### config.mk
export PLATFORM = sky130hd
export DESIGN_NAME = adcrc_top
export DESIGN_NICKNAME = d
export VERILOG_FILES = /design/src/adcrc_pkg.sv /design/src/adcrc_clk_div.sv /design/src/adcrc_result_regs.sv /design/src/adcrc_top.sv
export SDC_FILE = /design/constraint.sdc
export NUM_CORES = 1
export LEC_CHECK = 0
export BUFFER_PORTS_ARGS = -buffer_cell sky130_fd_sc_hd__buf_4
export CAP_MARGIN = 20
export CORE_MARGIN = 8
export CORE_UTILIZATION = 28
export DETAILED_ROUTE_END_ITERATION = 6
export GPL_TIMING_DRIVEN = 1
export PLACE_DENSITY = 0.54
export REMOVE_ABC_BUFFERS = 1
export SLEW_MARGIN = 5
export SYNTH_ARGS = -nofsm -noshare
export SYNTH_HDL_FRONTEND = slang
export SYNTH_SLANG_ARGS = --single-unit
### constraint.sdc
create_clock -name clk -period 6.1 [get_ports clk]
set_input_delay 0.305 -clock clk [delete_from_list [all_inputs] [get_ports clk]]
set_output_delay 0.305 -clock clk [all_outputs]
set_load 0.02 [all_outputs]
### src/adcrc_pkg.sv
// Shared constants, types and helpers for the converter register control block.
package adcrc_pkg;

  // ==========================================================================
  // Register map, byte addresses on the bus.
  localparam logic [7:0] ADDR_RESULT_LOW  = 8'h00;
  localparam logic [7:0] ADDR_RESULT_HIGH = 8'h04;
  localparam logic [7:0] ADDR_CTRL_A      = 8'h08;
  localparam logic [7:0] ADDR_CTRL_B      = 8'h0C;
  localparam logic [7:0] ADDR_PIN_ENABLE  = 8'h10;

  // ==========================================================================
  // Field positions, masks and reset values.
  localparam int START_BIT  = 7;
  localparam int BUSY_BIT   = 6;
  localparam int ENABLE_BIT = 5;
  localparam int FORMAT_BIT = 4;
  localparam logic [7:0] CTRL_A_RESET    = 8'h00;
  localparam logic [7:0] CTRL_B_RESET    = 8'h00;
  localparam logic [7:0] CTRL_B_MASK     = 8'hE7;
  localparam logic [7:0] PIN_ENABLE_MASK = 8'h0F;
  localparam logic [7:0] PIN_RESET       = 8'h00;
  localparam logic [11:0] RESULT_RESET   = 12'h000;

  // ==========================================================================
  // Conversion length in conversion clock ticks and source codes.
  localparam logic [4:0] CONV_TICKS       = 5'h0E;
  localparam logic [2:0] SRC_PROTECTION   = 3'h1;
  localparam logic [2:0] SRC_GROUND_FIRST = 3'h2;
  localparam logic [2:0] SRC_GROUND_LAST  = 3'h4;
  localparam logic [3:0] CHANNEL_COUNT    = 4'h4;

  typedef enum logic [1:0] {
    ST_IDLE    = 2'b00,
    ST_CONVERT = 2'b01,
    ST_LOAD    = 2'b11
  } adcrc_state_e;

  typedef struct packed {
    logic        cyc;
    logic        stb;
    logic        we;
    logic [7:0]  adr;
    logic [3:0]  sel;
    logic [31:0] dat;
  } adcrc_wb_req_s;

  typedef struct packed {
    logic [3:0] channelConnect;
    logic       protectionConnect;
    logic       groundConnect;
  } adcrc_route_s;

  // High byte of the result for the chosen justification.
  function automatic logic [7:0] formatHigh(input logic [11:0] raw, input logic rightJust);
    formatHigh = rightJust ? {4'h0, raw[11:8]} : raw[11:4]; // RQ5 RQ6 RQ7
  endfunction : formatHigh

  // Low byte of the result for the chosen justification.
  function automatic logic [7:0] formatLow(input logic [11:0] raw, input logic rightJust);
    formatLow = rightJust ? raw[7:0] : {raw[3:0], 4'h0}; // RQ5 RQ6 RQ7
  endfunction : formatLow

  // Analog switch settings for a source code and a channel code.
  function automatic adcrc_route_s routeFor(input logic [2:0] src, input logic [3:0] chan);
    adcrc_route_s r;
    r = '0;
    if (src == SRC_PROTECTION)
    begin
      r.protectionConnect = 1'b1; // RQ9
    end
    else if (src >= SRC_GROUND_FIRST && src <= SRC_GROUND_LAST)
    begin
      r.groundConnect = 1'b1; // RQ9
    end
    if (chan < CHANNEL_COUNT)
    begin
      r.channelConnect = 4'h1 << chan[1:0]; // RQ8
    end
    routeFor = r;
  endfunction : routeFor

endpackage : adcrc_pkg

### src/adcrc_clk_div.sv
// Conversion clock divider producing one tick every two to the code system cycles.
module adcrc_clk_div
  import adcrc_pkg::*;
(
  input  wire logic       clk,
  input  wire logic       rst,
  input  wire logic       run,
  input  wire logic [2:0] divCode,
  output logic            tick
);

  logic [6:0] count;
  logic [6:0] limit;

  assign limit = 7'((8'h01 << divCode) - 8'h01);

  always_ff @(posedge clk)
  begin
    if (rst || !run)
    begin
      count <= 7'h00;
      tick  <= 1'b0;
    end
    else if (count >= limit)
    begin
      count <= 7'h00;
      tick  <= 1'b1; // RQ11
    end
    else
    begin
      count <= count + 7'h01;
      tick  <= 1'b0;
    end
  end

endmodule : adcrc_clk_div

### src/adcrc_result_regs.sv
// Result byte pair, loaded together in one justified update.
module adcrc_result_regs
  import adcrc_pkg::*;
(
  input  wire logic        clk,
  input  wire logic        rst,
  input  wire logic        load,
  input  wire logic        rightJust,
  input  wire logic [11:0] raw,
  output logic [7:0]       highByte,
  output logic [7:0]       lowByte
);

  // Both bytes change on the same edge so a reader never sees a mixed pair.
  always_ff @(posedge clk)
  begin
    if (rst)
    begin
      highByte <= formatHigh(RESULT_RESET, 1'b0);
      lowByte  <= formatLow(RESULT_RESET, 1'b0);
    end
    else if (load)
    begin
      highByte <= formatHigh(raw, rightJust); // RQ18
      lowByte  <= formatLow(raw, rightJust); // RQ18
    end
  end

endmodule : adcrc_result_regs

### src/adcrc_top.sv
// Register control for the 12-bit converter, reached over a classic Wishbone slave.
// ============================================================================
// Function
// RQ1 - A start bit written high then low launches exactly one conversion.
// RQ2 - Busy flag sets on launch and clears when the conversion completes.
// RQ3 - Busy flag is read-only; writes to its bit are ignored.
// RQ4 - Enable low powers the converter down; result bytes keep their contents.
// RQ5 - Format zero: high byte holds bits 11..4, low upper nibble bits 3..0.
// RQ6 - Format one: high lower nibble holds bits 11..8, low byte bits 7..0.
// RQ7 - Result positions without a result bit read as zero.
// RQ8 - Channel codes 0..3 connect inputs 0..3; codes 4..15 connect nothing.
// RQ9 - Source 001 picks protection output, 010..100 ground, others external channel.
// RQ10 - Software parks channel field at 4..15 before picking internal or ground.
// RQ11 - Conversion clock is system clock divided by two to the divider code.
// RQ12 - Each pin enable bit turns its port pin into an analog input.
// RQ13 - An analog input pin has its pull-high resistor disconnected.
// RQ14 - Bits 4 and 3 of control register b read zero and ignore writes.
// RQ15 - Bits 7..4 of the pin enable register read zero and ignore writes.
// RQ16 - Completion raises the converter interrupt request.
// RQ17 - Software waits a settling delay after enabling before any start.
// RQ18 - Both result bytes update together as the busy flag clears.
// RQ19 - A start sequence during a busy conversion is ignored.
//
// Decided for this implementation: the register offsets and the Wishbone slave port.
module adcrc_top
  import adcrc_pkg::*;
(
  input  wire logic          clk,
  input  wire logic          rst,
  input  wire adcrc_wb_req_s wbReq,
  input  wire logic [11:0]   convResult,
  output logic               wbAck,
  output logic [31:0]        wbDatRead,
  output logic               converterPowerOn,
  output logic               convClockTick,
  output logic               sampleStart,
  output logic               conversionBusy,
  output logic               completeIrq,
  output adcrc_route_s       inputRoute,
  output logic [3:0]         analogPinMode,
  output logic [3:0]         pullHighDisable
);

  // ==========================================================================
  // Declarations.
  logic             access;
  logic             writeNow;
  logic [7:0]       wrByte;
  logic [7:0]       readMux;
  logic             startBit;
  logic             enableBit;
  logic             formatBit;
  logic [3:0]       channelSelect;
  logic [2:0]       sourceSelect;
  logic [2:0]       clockDivider;
  logic [3:0]       pinEnable;
  logic             busy;
  logic             launch;
  logic             ctrlAWrite;
  logic             divTick;
  logic [4:0]       tickCount;
  logic [7:0]       resultHigh;
  logic [7:0]       resultLow;
  adcrc_state_e     state;
  adcrc_state_e     next_state;

  // ==========================================================================
  // Wishbone slave.
  // The ack is registered, so every access takes two edges: ack rises at the
  // first and the write lands at the second, where the master samples ack.
  assign access   = wbReq.cyc && wbReq.stb;
  assign writeNow = access && wbReq.we && wbAck && wbReq.sel[0];
  assign wrByte   = wbReq.dat[7:0];

  always_ff @(posedge clk)
  begin
    if (rst)
    begin
      wbAck <= 1'b0;
    end
    else
    begin
      wbAck <= access && !wbAck;
    end
  end

  always_comb
  begin
    readMux = 8'h00;
    case (wbReq.adr)
      ADDR_RESULT_LOW:
      begin
        readMux = resultLow;
      end
      ADDR_RESULT_HIGH:
      begin
        readMux = resultHigh;
      end
      ADDR_CTRL_A:
      begin
        readMux = {startBit, busy, enableBit, formatBit, channelSelect};
      end
      ADDR_CTRL_B:
      begin
        readMux = {sourceSelect, 2'b00, clockDivider}; // RQ14
      end
      ADDR_PIN_ENABLE:
      begin
        readMux = {4'h0, pinEnable}; // RQ15
      end
      default:
      begin
        readMux = 8'h00;
      end
    endcase
  end

  // Read data is captured with ack and held at zero otherwise.
  always_ff @(posedge clk)
  begin
    if (rst)
    begin
      wbDatRead <= 32'h0000_0000;
    end
    else if (access && !wbAck && !wbReq.we)
    begin
      wbDatRead <= {24'h00_0000, readMux};
    end
    else
    begin
      wbDatRead <= 32'h0000_0000;
    end
  end

  // ==========================================================================
  // Control register a.
  assign ctrlAWrite = writeNow && (wbReq.adr == ADDR_CTRL_A);

  // The busy position of the written byte is simply dropped here.
  always_ff @(posedge clk)
  begin
    if (rst)
    begin
      startBit      <= CTRL_A_RESET[START_BIT];
      enableBit     <= CTRL_A_RESET[ENABLE_BIT];
      formatBit     <= CTRL_A_RESET[FORMAT_BIT];
      channelSelect <= CTRL_A_RESET[3:0];
    end
    else if (ctrlAWrite)
    begin
      startBit      <= wrByte[START_BIT];
      enableBit     <= wrByte[ENABLE_BIT];
      formatBit     <= wrByte[FORMAT_BIT];
      channelSelect <= wrByte[3:0]; // RQ3
    end
  end

  // A launch is the write that brings a set start bit back to zero. Software
  // owes the power-up settling delay after enabling; nothing here enforces it.
  assign launch = ctrlAWrite && startBit && !wrByte[START_BIT]
                  && enableBit && wrByte[ENABLE_BIT]
                  && (state == ST_IDLE) && !busy; // RQ1 RQ19 RQ17

  // ==========================================================================
  // Control register b and pin enable register.
  always_ff @(posedge clk)
  begin
    if (rst)
    begin
      sourceSelect <= CTRL_B_RESET[7:5];
      clockDivider <= CTRL_B_RESET[2:0];
    end
    else if (writeNow && wbReq.adr == ADDR_CTRL_B)
    begin
      sourceSelect <= wrByte[7:5];
      clockDivider <= wrByte[2:0] & CTRL_B_MASK[2:0]; // RQ14
    end
  end

  always_ff @(posedge clk)
  begin
    if (rst)
    begin
      pinEnable <= PIN_RESET[3:0];
    end
    else if (writeNow && wbReq.adr == ADDR_PIN_ENABLE)
    begin
      pinEnable <= wrByte[3:0] & PIN_ENABLE_MASK[3:0]; // RQ15
    end
  end

  // ==========================================================================
  // Conversion sequencer.
  adcrc_clk_div u_clk_div (
    .clk     (clk),
    .rst     (rst),
    .run     (state == ST_CONVERT),
    .divCode (clockDivider),
    .tick    (divTick)
  );

  always_comb
  begin
    next_state = state;
    case (state)
      ST_IDLE:
      begin
        if (launch)
        begin
          next_state = ST_CONVERT;
        end
      end
      ST_CONVERT:
      begin
        if (!enableBit)
        begin
          next_state = ST_IDLE; // RQ4
        end
        else if (divTick && tickCount == CONV_TICKS - 5'h01)
        begin
          next_state = ST_LOAD;
        end
      end
      ST_LOAD:
      begin
        next_state = ST_IDLE;
      end
      default:
      begin
        next_state = ST_IDLE;
      end
    endcase
  end

  always_ff @(posedge clk)
  begin
    if (rst)
    begin
      state <= ST_IDLE;
    end
    else
    begin
      state <= next_state;
    end
  end

  always_ff @(posedge clk)
  begin
    if (rst || state != ST_CONVERT)
    begin
      tickCount <= 5'h00;
    end
    else if (divTick)
    begin
      tickCount <= tickCount + 5'h01;
    end
  end

  // Busy sets with the launch and clears on the edge that loads the result.
  always_ff @(posedge clk)
  begin
    if (rst)
    begin
      busy <= 1'b0;
    end
    else if (launch)
    begin
      busy <= 1'b1; // RQ2
    end
    else if (state == ST_LOAD || (state == ST_CONVERT && !enableBit))
    begin
      busy <= 1'b0; // RQ2
    end
  end

  // The load also requires the enable bit, so an aborted conversion never loads and results hold.
  adcrc_result_regs u_result_regs (
    .clk       (clk),
    .rst       (rst),
    .load      (state == ST_LOAD && enableBit),
    .rightJust (formatBit),
    .raw       (convResult),
    .highByte  (resultHigh),
    .lowByte   (resultLow)
  ); // RQ4 RQ18

  // ==========================================================================
  // Registered outputs.
  always_ff @(posedge clk)
  begin
    if (rst)
    begin
      completeIrq <= 1'b0;
      sampleStart <= 1'b0;
    end
    else
    begin
      completeIrq <= (state == ST_LOAD) && enableBit; // RQ16
      sampleStart <= launch;
    end
  end

  always_ff @(posedge clk)
  begin
    if (rst)
    begin
      converterPowerOn <= 1'b0;
      convClockTick    <= 1'b0;
      conversionBusy   <= 1'b0;
    end
    else
    begin
      converterPowerOn <= enableBit; // RQ4
      convClockTick    <= divTick && (state == ST_CONVERT); // RQ11
      conversionBusy   <= busy;
    end
  end

  // Routing follows the fields directly; parking the channel code before an
  // internal source is chosen is left to software.
  always_ff @(posedge clk)
  begin
    if (rst)
    begin
      inputRoute <= '0;
    end
    else
    begin
      inputRoute <= routeFor(sourceSelect, channelSelect); // RQ8 RQ9 RQ10
    end
  end

  always_ff @(posedge clk)
  begin
    if (rst)
    begin
      analogPinMode   <= 4'h0;
      pullHighDisable <= 4'h0;
    end
    else
    begin
      analogPinMode   <= pinEnable; // RQ12
      pullHighDisable <= pinEnable; // RQ13
    end
  end

endmodule : adcrc_top

==> After elaboration in Yosys (flattened, before gate mapping) <==
Index checks and enable logic that the tools add are counted.
{ "op_classes": {"n_reduce_logical": 37, "magnitude_cmp": 4, "bitwise": 2, "n_addsub": 3, "n_eq_ne": 11, "n_shift": 2, "n_mux": 12} }
{ "op_table": {"columns": ["op", "count"], "rows": [
  ["8-bit case mux with 5 select lines", 1],
  ["1-bit logical AND", 20],
  ["8-bit by 4-bit equality test with 1-bit output, second input constant", 2],
  ["8-bit two-way mux", 2],
  ["8-bit by 3-bit equality test with 1-bit output, second input constant", 1],
  ["8-bit by 5-bit equality test with 1-bit output, second input constant", 1],
  ["8-bit zero test", 1],
  ["2-bit OR reduction", 4],
  ["7-bit by 1-bit adder with 7-bit output, second input constant", 1],
  ["7-bit >= comparator", 1],
  ["1-bit by 3-bit << shifter with 7-bit output, first input constant", 1],
  ["7-bit by 1-bit subtractor with 7-bit output, second input constant", 1],
  ["1-bit zero test", 6],
  ["2-bit two-way mux", 3],
  ["5-bit by 1-bit adder with 5-bit output, second input constant", 1],
  ["5-bit by 4-bit equality test with 1-bit output, second input constant", 1],
  ["1-bit two-way mux", 5],
  ["4-bit by 3-bit less-than comparator with 1-bit output, second input constant", 1],
  ["2-bit case mux with 2 select lines", 1],
  ["1-bit by 2-bit << shifter with 4-bit output, first input constant", 1],
  ["3-bit by 1-bit equality test with 1-bit output, second input constant", 1],
  ["3-bit by 2-bit >= comparator with 1-bit output, second input constant", 1],
  ["3-bit less-or-equal comparator, second input constant", 1],
  ["1-bit logical OR", 3],
  ["9 further kinds", 10]
]} }
{ "word_totals": {"word_cells": 97, "register_bits": 97, "in_bits": 61, "output_inout_bits": 52} }

==> Longest topological paths before layout <==
Gate-level depths: netlist (run 1).
{ "depth": {"depth_word": 13, "depth_mapped": 13, "ltp_nobuf": 11} }

==> Cells and area by module <==
Synthesis (run 1) repeated with hierarchy kept, for this count alone.
{ "unflattened": {"cells_unflattened": 360, "hier_area_um2": 3488.3} }
{ "by_module_without_submodules": {"columns": ["module", "instances", "seq_area_each_um2", "cells_each", "area_per_inst_um2"], "rows": [
  ["adcrc_top", 1, 980.9, 236, 2319.7],
  ["adcrc_result_regs", 1, 320.3, 71, 685.7],
  ["adcrc_clk_div", 1, 160.2, 53, 483.0]
]} }

==> Worst setup path after synthesis (run 1) <==
No wires, ideal clock.
{ "synth_timing": {"path_type": "register to register", "startpoint": "register clockDivider[2]", "endpoint": "register u_clk_div.tick", "setup_ns": 0.066, "arrival_ns": 2.644, "stages_incl_launch_ff": 12, "period_less_slack_ns": 2.710, "required_ns": 6.034, "slack_ns": 3.390, "path_cell_list": "dfxtp_1 > clkbuf_1 > or3_1 > ha_1 > clkbuf_1 > nor3_1 > a21oi_1 > o21a_1 > ha_1 > nand4_1 > o31ai_1 > nor2b_1"} }
{ "synth_between": {"elab_chain_len": 4} }
{ "synth_rtl": {"columns": ["item", "line_no", "text"], "rows": [
  ["start, declared", "adcrc_top.sv:55", "logic [2:0] clockDivider;"],
  ["start signal, assigned", "adcrc_top.sv:171", "clockDivider <= CTRL_B_RESET[2:0];"],
  ["start signal, assigned", "adcrc_top.sv:176", "clockDivider <= wrByte[2:0] & CTRL_B_MASK[2:0];"],
  ["1-bit by 3-bit << shifter with 7-bit output", "adcrc_clk_div.sv:15", "assign limit = 7'((8'h01 << divCode) - 8'h01);"],
  ["7-bit by 1-bit subtractor with 7-bit output", "adcrc_clk_div.sv:15", null],
  ["7-bit >= comparator", "adcrc_clk_div.sv:24", "else if (count >= limit)"],
  ["1-bit two-way mux", "adcrc_clk_div.sv:24", null],
  ["end signal, assigned", "adcrc_clk_div.sv:22", "tick <= 1'b0;"],
  ["end signal, assigned", "adcrc_clk_div.sv:27", "tick <= 1'b1;"],
  ["end signal, assigned", "adcrc_clk_div.sv:32", "tick <= 1'b0;"],
  ["end, declared", "adcrc_clk_div.sv:9", "output logic tick"]
]} }
Every way passes these cells.
A chain may end at the register's enable or synchronous reset.

==> Worst setup path after layout (run 1) <==
Ends and elaborated chain as after synthesis.

==> results of run 1 <==
-- power by group --
part | switching (uW) | internal, uW | leakage [uW]
clock network | 194 | 408 | 0.000169
registers | 0.527 | 478 | 0.000588
logic | 36.8 | 20.7 | 0.000911
total | 231 | 906 | 0.00167
-- layout make-up --
class / count / area, um2
timing repair buffer: 61 / 458
inverter: 6 / 22.5
sequential: 73 / 1460
fill: 1253 / 7730
clock buffer: 10 / 239
multi-input combinational: 256 / 1710
clock inverter: 5 / 104
tap: 147 / 184
-- logic make-up (layout without fill, tap and decap cells) --
kind of cell | count (synthesis) | in the layout | synth area share [%]
multiplexers | 37 | 37 | 12.2
AND/OR/NAND/NOR | 131 | 131 | 20.9
adder cells (fa/ha/maj) | 11 | 11 | 4.06
XOR/XNOR | 11 | 11 | 2.84
buffers and inverters | 53 | 82 | 8.96
flip-flops | 73 | 73 | 43.1
other | 1 | 24 | 0.111
AO/OA/AOI/OAI | 42 | 42 | 7.93
-- registers in the layout, summed over array words and instances (netlist names), 4 cells and up --
name                    flops
channelSelect               4
pullHighDisable             4
tickCount                   5
u_result_regs.highByte      8
wbDatRead                   8
pinEnable                   4
u_result_regs.lowByte       8
u_clk_div.count             7
inputRoute                  6
-- path summary, 6_finish.rpt --
| check | startpoint | end | slack, ps | depth (start not counted) |
|---|---|---|---|---|
| worst max-delay path | clockDivider[2] | u_clk_div.tick | 3140 | 9 |
| worst min-delay path | convResult[10] | u_result_regs.highByte[6] | 200 | 2 |
| worst max register to register | clockDivider[2] | u_clk_div.tick | 3140 | 9 |
| worst min register to register | u_result_regs.lowByte[2] | u_result_regs.lowByte[2] | 450 | 2 |
-- worst max-delay path, stage by stage, from the launching register on --
cell and delay, ps:
dfxtp_1 380, or3_1 440, ha_1 280, nor3_1 150, a21oi_1 60, o21a_1 170, ha_1 290, nand4_1 90
o31ai_1 810, nor2b_1 220
-- per-stage QoR --
| stage | utilization [%] | hold slack, ps | total power (uW) | worst slack (ps) |
|---|---|---|---|---|
| 5_1_grt | 35.1 | 192 | 1180 | 2810 |
| 2_1_floorplan | - | 374 | 513 | 3550 |
| 4_1_cts | 35.1 | 194 | 1150 | 3140 |
| 3_3_place_gp | 32.2 | 441 | 545 | 3220 |
| 6_report | 35.1 | 199 | 1140 | 3140 |
| 3_5_place_dp | 32.2 | 448 | 546 | 3160 |
-- metal layers --
metal / vias up / GRT usage, % / wire [um]
li1: 1294 / - / -
met1: 1214 / 12.9 / 3650
met2: 70 / 16.4 / 3720
met3: 6 / 4.22 / 605
met4: 0 / 3.61 / 74
met5: - / 0 / 0
-- cells in the final DEF, fill, tap and decap left out, types with 3 or more instances in the layout --
cell type   n
dfxtp_1    73
buf_4      61
nor2_1     42
mux2i_1    30
conb_1     24
nor2b_1    17
nand2_1    16
nand3_1    13
a21oi_1    12
a211oi_1   12
nor3_1     11
ha_1       11
xor2_1      9
o21ai_0     9
clkbuf_16   9
inv_1       6
and3_1      5
nand4_1     4
mux2_2      4
and3b_1     4
a22o_1      3
nand3b_1    3
mux4_2      3
bufinv_16   3
==> flow_metrics.py, run 1 <==
metrics = {
    "layout": {
        "area.growth.synth_to_final_pct": 23.3,
        "nNetsFinal": 479,
        "drive_gt1_share_pct": 21.7,
        "stdcell_area_mm2": 0.00418,
        "n_antenna_cell": 0,
        "finalNonFillerCells": 558,
    },
    "job": {
        "maxCapViolCount": 0,
    },
    "yosys": {
        "syn_inst": 359,
        "synth_top_area_share_pct": 43.1,
        "async_flop_share_pct": 0,
        "synthTopCellsByCount": "dfxtp_1 (73), nor2_1 (42), mux2i_1 (30), buf_4 (28)",
        "synth_top_cell_by_area": "dfxtp_1",
        "post-synth-top-count-cell": "dfxtp_1",
        "synth_area_mm2": 0.00339,
        "seq_area_frac_synth_pct": 43.1,
        "synth_area_leaders": "dfxtp_1 (43%), mux2i_1 (8.8%), buf_4 (6.2%)",
        "synthFlopType": "dfxtp_1",
        "ys_ff_latch": 73,
        "synth_cell_types": 42,
        "syn_area_per_cell_um2": 9.45,
        "synth_edf_count": 0,
        "yosysWarnings": 0,
    },
    "detailed_routing": {
        "route.vias.total": 2584,
        "ant_nets": 0,
        "finalWirelength_um": 8050,
        "wl_per_cell_um": 14.4,
        "drtIter0Drc": 141,
        "drt_pass1_iterations": 4,
        "drc": 0,
        "vias_per_cell": 4.63,
    },
    "cts": {
        "cts_max_level": 3,
        "cts_hold_buf": 0,
        "cts_buffer_depth": 2,
        "cts_tree": "done",
        "cts_sinks": 73,
        "cts_resized": 0,
        "clock_latency_ps": 330,
        "post_cts_buffers": 0,
        "clkSlewWorstSetupHoldPaths_ps": 60,
        "root_buffer": "clkbuf_16",
        "cts_buffers": 9,
    },
    "sta": {
        "worst_pin_slew_ps": 938,
        "post-route-period-util_pct": 48.6,
        "fin_setup_tns_ps": 0,
        "min_period_ps": 2960,
        "rsz0062_at_grt": "false",
        "fin_worst_skew_ps": 6.49,
        "fmax_mhz": 337,
        "slew_violations": 0,
        "max_slew_margin_pct": 36.9,
        "setup_viol": 0,
        "hold_viol": 0,
    },
    "grt": {
        "grt_max_degree": 44,
        "grt_pass1_vias": 2606,
        "grtUsageTotal_pct": 10.5,
        "gr-total-overflow": 0,
        "antenna_found_initial": 0,
        "grt_pass1_wl_um": 13500,
    },
    "floorplan": {
        "coreArea_mm2": 0.0119,
        "dieWidth_um": 126,
        "io_pins": 113,
        "die_h_um": 126,
        "start_util_pct": 28.5,
        "rows": 40,
        "die_area_mm2": 0.0159,
    },
    "place": {
        "hpwl_um": 6130,
        "placed_area_mm2": 0.00384,
        "gp_congestion": 0.790,
        "io_buffers": 61,
        "dp.cells": 543,
    },
    "pwr": {
        "leakage_uw": 0.00167,
        "ir_drop_uv": 143,
        "power_density_mw_per_mm2": 272,
    },
    "critical_path": {
        "arrival_ps": 3230,
        "worstPathRequired_ps": 6360,
        "cp_max_fo": 8,
        "start_kind": "flip-flop",
        "end_kind": "flip-flop",
        "worstSetupPathType": "reg2reg",
    },
    "run_status": {
        "outcome": "completed",
    },
    "hold_path": {
        "hold_path_class": "in2reg",
    },
}
Power figures use the tool's default switching activity.
==> run 2, diff against run 1 <==
ABC_AREA = 1   (was default)
PLACE_DENSITY = 0.56   (was 0.54)
clock period = 2.6 ns   (was 6.1 ns; I/O delays follow)
==> flow_metrics.py, run 2 <==
metrics = {
    "critical_path": {
        "worstPathRequired_ps": 2860,
        "slowest_delay_ps": 430,
        "start_kind": "flip-flop",
        "critical_path.slowest_cell": "dfxtp_1",
        "worstSetupPathType": "reg2reg",
        "cp_max_fo": 7,
        "cpLargestDelayFamily": "simple AND/OR/NAND/NOR gates",
        "crit_buf_inv": 1,
        "arrival_ps": 2470,
        "end_kind": "flip-flop",
        "critical_path.cell_chain": "inv_1 -> nand2_1 -> ha_1 -> nand2_1 -> a21oi_1 -> xnor2_1 -> ha_1 -> a21oi_1 -> o21a_1 -> nand4_2 -> nor2_1",
    },
    "run_status": {
        "outcome": "completed",
    },
    "pwr": {
        "swShare_pct": 22.6,
        "leakage_uw": 0.00190,
        "p_int_uw": 1930,
        "p_total_uw": 2490,
        "seqPwrFrac_pct": 45.0,
        "pwr-share-clk_pct": 49.3,
        "power_density_mw_per_mm2": 568,
        "p_switching_uw": 563,
        "combPwrFrac_pct": 5.7,
        "ir_drop_uv": 268,
    },
    "cts": {
        "cts_resized": 0,
        "clock_latency_ps": 330,
        "root_buffer": "clkbuf_16",
        "cts_buffer_depth": 2,
        "cts_tree": "done",
        "cts_buffers": 9,
        "clkSlewWorstSetupHoldPaths_ps": 60,
        "cts_max_level": 3,
        "cts_hold_buf": 0,
        "cts_sinks": 73,
        "post_cts_buffers": 0,
    },
    "sta": {
        "post-route-period-util_pct": 84.9,
        "setup_viol": 0,
        "rsz0062_at_grt": "false",
        "slew_violations": 0,
        "min_period_ps": 2210,
        "hold_viol": 0,
        "fin_worst_skew_ps": 5.62,
        "fin_ws_ps": 392,
        "whs_ps": 29.6,
        "fmax_mhz": 453,
        "fin_setup_tns_ps": 0,
    },
    "yosys": {
        "seq_area_frac_synth_pct": 40.6,
        "syn_area_per_cell_um2": 7.53,
        "yosysWarnings": 0,
        "synth_edf_count": 0,
        "synth_top_area_share_pct": 40.6,
        "syn_inst": 478,
        "synth_area_leaders": "dfxtp_1 (41%), nand2_1 (7.9%), nor2_1 (6.5%)",
        "synthTopCellsByCount": "nand2_1 (76), dfxtp_1 (73), nor2_1 (62), inv_1 (43), nand3_1 (40)",
        "synth_area_mm2": 0.00360,
        "ys_ff_latch": 73,
        "synth_top_cell_by_area": "dfxtp_1",
        "post-synth-top-count-cell": "nand2_1",
        "synth_cell_types": 38,
        "synthFlopType": "dfxtp_1",
        "async_flop_share_pct": 0,
    },
    "layout": {
        "n_antenna_cell": 0,
        "mostFrequentLayoutCells": "nand2_1 (76), dfxtp_1 (73), nor2_1 (62), buf_4 (62), inv_1 (43)",
        "nNetsFinal": 605,
        "area.growth.synth_to_final_pct": 22.0,
        "mostFrequentLayoutCell": "nand2_1",
        "largestRegisters": "u_result_regs.highByte: 8 flops, u_result_regs.lowByte: 8 flops, wbDatRead: 8 flops",
        "nFillCells": 1346,
        "drive_gt1_share_pct": 20.3,
    },
    "detailed_routing": {
        "route.vias.total": 3106,
        "vias_per_cell": 4.38,
        "drt_pass1_iterations": 4,
        "finalWirelength_um": 8770,
        "wl_per_cell_um": 12.4,
        "drtIter0Drc": 118,
        "ant_nets": 0,
        "drc": 0,
    },
    "grt": {
        "grt_max_degree": 34,
        "gr-total-overflow": 0,
        "grt_pass1_wl_um": 14200,
        "grtUsageTotal_pct": 10.7,
        "antenna_found_initial": 0,
        "grt_pass1_vias": 3087,
    },
    "floorplan": {
        "io_pins": 113,
        "rows": 41,
        "coreArea_mm2": 0.0126,
        "die_area_mm2": 0.0167,
        "die_h_um": 129,
        "start_util_pct": 28.7,
        "dieWidth_um": 129,
    },
    "place": {
        "place_ws_ps": 414,
        "hpwl_um": 6730,
        "io_buffers": 61,
        "gp_congestion": 0.804,
    },
    "hold_path": {
        "hold_path_class": "in2reg",
    },
    "job": {
        "maxCapViolCount": 0,
    },
}
-- run 2: cells by family (layout without fill, tap and decap cells) --
group                    Yosys count  after routing  synth area share, %
AO/OA/AOI/OAI                     67             67                 10.0
XOR/XNOR                           9              9                 2.19
adder cells (fa/ha/maj)           11             11                 3.82
buffers and inverters             89            125                 12.6
flip-flops                        73             73                 40.6
other                              1             24                0.104
AND/OR/NAND/NOR                  228            228                 30.7
-- run 2: final cells by class --
| type | count | area (um2) | share of cell area, % |
|---|---|---|---|
| Tap cell | 172 | 215 | 4.90 |
| Clock inverter | 5 | 56.3 | 1.28 |
| Inverter | 48 | 183 | 4.16 |
| Sequential cell | 73 | 1460 | 33.3 |
| Clock buffer | 10 | 239 | 5.44 |
| Multi-Input combinational cell | 339 | 1770 | 40.4 |
| Timing Repair Buffer | 62 | 465 | 10.6 |
-- run 2: tightest hold or removal path, delay by kind of cell --
kind | cells | cell delay [ps]
buffers and inverters | 1 | 80
AND/OR/NAND/NOR | 2 | 110
-- run 2: power by group through the flow --
stage               combinational [uW]  clock, uW  sequential, uW
floorplan                         75.0          0            1150
global placement                   141          0            1150
detailed placement                 141          0            1150
CTS                                142       1260            1120
global route                       156       1310            1120
finish                             142       1230            1120
-- run 2: worst paths after layout --
path / startpoint / end / slack, ps / depth (start not counted)
worst max register to register: clockDivider[2] / u_clk_div.count[2] / 390 / 11
worst min register to register: pinEnable[2] / pullHighDisable[2] / 450 / 2
worst min-delay path: convResult[10] / u_result_regs.highByte[6] / 30 / 3
worst max-delay path: clockDivider[2] / u_clk_div.count[2] / 390 / 11
-- run 2: through the flow --
stage / cells / area [um2] / utilization [%]
2_1_floorplan: 460 / 3420 / -
3_3_place_gp: 694 / 4100 / 32.6
3_5_place_dp: 694 / 4100 / 32.6
4_1_cts: 709 / 4390 / 35.0
5_1_grt: 709 / 4390 / 35.0
6_report: 709 / 4390 / 35.0
-- run 2: routing by layer --
layer | routed length (um) | share of wire [%] | GRT usage (%)
met3 | 721 | 8.2 | 4.31
met2 | 4000 | 46 | 17.9
met5 | 0 | 0 | 0
met1 | 3940 | 45 | 12.2
met4 | 109 | 1.2 | 3.52
==> run 3, diff against run 2 <==
PLACE_DENSITY = 0.54   (was 0.56)
clock period = 2.1 ns   (was 2.6 ns; I/O delays follow)
==> flow_metrics.py, run 3 (synthesized netlist as in run 2, its figures left out) <==
metrics = {
    "detailed_routing": {
        "met2WireLength_um": 4180,
        "ant_nets": 0,
        "met1_length_um": 3890,
        "wl_per_cell_um": 12.5,
        "vias_per_cell": 4.32,
        "drt_pass1_iterations": 4,
        "highest_layer": "met4",
        "finalWirelength_um": 8970,
        "drc": 0,
        "route.vias.total": 3103,
        "drtIter0Drc": 122,
        "wl_met3_um": 788,
    },
    "sta": {
        "min_period_ps": 2020,
        "fin_worst_skew_ps": 5.91,
        "hold_viol": 0,
        "rsz0062_at_grt": "true",
        "post-route-period-util_pct": 96.2,
        "fmax_mhz": 495,
        "fin_setup_tns_ps": 0,
        "slew_violations": 0,
        "setup_viol": 0,
    },
    "cts": {
        "clock_latency_ps": 330,
        "cts_max_level": 3,
        "clkSlewWorstSetupHoldPaths_ps": 60,
        "cts_sinks": 73,
        "cts_buffers": 9,
        "cts_tree": "done",
        "root_buffer": "clkbuf_16",
        "cts_buffer_depth": 2,
    },
    "job": {
        "maxCapViolCount": 0,
    },
    "floorplan": {
        "die_h_um": 129,
        "dieWidth_um": 129,
        "die_area_mm2": 0.0167,
        "coreArea_mm2": 0.0126,
        "rows": 41,
        "start_util_pct": 28.7,
        "io_pins": 113,
    },
    "layout": {
        "n_antenna_cell": 0,
        "mostFrequentLayoutCells": "nand2_1 (74), dfxtp_1 (71), buf_4 (71), nor2_1 (58), inv_1 (41)",
        "area.growth.synth_to_final_pct": 26.3,
        "mostFrequentLayoutCell": "nand2_1",
        "stdcell_area_mm2": 0.00455,
        "nFillCells": 1340,
        "multi_input_area_mm2": 0.00184,
        "post-route-util_pct": 36.2,
        "drive_gt1_share_pct": 23.9,
        "largestRegisters": "u_result_regs.highByte: 8 flops, u_result_regs.lowByte: 8 flops, wbDatRead: 8 flops",
        "nNetsFinal": 614,
        "regArea_mm2": 0.00147,
    },
    "hold_path": {
        "hold_start": "convResult[9]",
        "min_path_cells": 3,
        "hold_path_end": "u_result_regs.highByte[5]",
        "hold_path_class": "in2reg",
    },
    "critical_path": {
        "worstSetupPathType": "reg2reg",
        "start_kind": "flip-flop",
        "r2r-start": "clockDivider[1]",
        "slowest_delay_ps": 360,
        "critical_path.slowest_cell": "dfxtp_4",
        "crit_buf_inv": 0,
        "cpLargestDelayFamily": "simple AND/OR/NAND/NOR gates",
        "critical_path.cell_chain": "nor2_4 -> nand2_2 -> ha_4 -> nand2_4 -> a21oi_2 -> xnor2_1 -> ha_1 -> a21oi_2 -> o21a_1 -> nand4_4 -> nor2_1",
        "r2r_slack_ps": 80,
        "arrival_ps": 2290,
        "cp.depth": 11,
        "r2r_cells": 11,
        "worstPathRequired_ps": 2370,
        "cp_max_fo": 7,
        "end_kind": "flip-flop",
        "reg2reg_to": "u_clk_div.count[2]",
        "critical_path.most_common_cell": "a21oi_2",
    },
    "pwr": {
        "ir_drop_uv": 387,
        "leakage_uw": 0.00194,
        "power_density_mw_per_mm2": 690,
    },
    "grt": {
        "grt_max_degree": 33,
        "grt_pass1_vias": 3080,
        "antenna_found_initial": 0,
        "grtUsageTotal_pct": 11.0,
        "grt_pass1_wl_um": 14600,
        "gr-total-overflow": 0,
    },
    "place": {
        "gp_congestion": 0.807,
        "placed_area_mm2": 0.00415,
        "io_buffers": 61,
        "hpwl_um": 6880,
    },
    "run_status": {
        "outcome": "completed",
    },
}
[run 3: cell types whose count changed in the layout (fill, tap and decap cells not counted), sizes merged]
cell,before,now
buf,62,71
clkbuf,10,14
clkinv,3,1
clkinvlp,1,0
[run 3: tightest hold or removal path: stages]
cell	delay [ps]
buf_4	80
nand3_1	70
nand2_1	50
[run 3: report_power, final]
| group | internal (uW) | switching, uW |
|---|---|---|
| clock | 1020 | 559 |
| sequential | 1380 | 1.24 |
| combinational | 62.5 | 115 |
| total | 2460 | 675 |
[run 3: per-layer routing]
layer | GRT usage, % | vias up
met3 | 4.40 | 8
met2 | 18.6 | 90
met1 | 12.5 | 1374
met4 | 3.11 | 0
li1 | - | 1631
met5 | 0 | -
[run 3: per-stage QoR]
step / worst slack, ps / total power (uW) / hold slack, ps / instances
detailed placement: -41.2 / 1600 / 350 / 701
global placement: 67.3 / 1590 / 341 / 701
CTS: 24.2 / 3180 / 3.68 / 717
floorplan: 190 / 1510 / 174 / 460
global route: -73.3 / 3260 / 14.1 / 719
finish: 80.4 / 3140 / 12.6 / 719
[run 3: final cells by class]
cell class / instances / area share (%)
Tap cell: 172 / 4.73
Clock buffer: 14 / 6.02
Sequential cell: 73 / 32.3
Multi-Input combinational cell: 339 / 40.4
Timing Repair Buffer: 71 / 11.7
Clock inverter: 2 / 0.770
Inverter: 48 / 4.02
[run 3: what timing repair did]
item,4_1_cts,5_1_grt
endpoints found under the setup margin,7,8
pin swaps,0,9
cloned,0,0
resized for setup,3,18
hold buffers,0,0
buffers inserted,0,2
[run 3: how the worst max path moves through the flow]
| stage | from | to |
|---|---|---|
| floorplan | clockDivider[2] | u_clk_div.count[0] |
| global placement | clockDivider[1] | u_clk_div.count[4] |
| detailed placement | clockDivider[1] | u_clk_div.count[3] |
| CTS | clockDivider[0] | u_clk_div.count[3] |
| global route | clockDivider[1] | u_clk_div.count[2] |
| finish | clockDivider[1] | u_clk_div.count[2] |
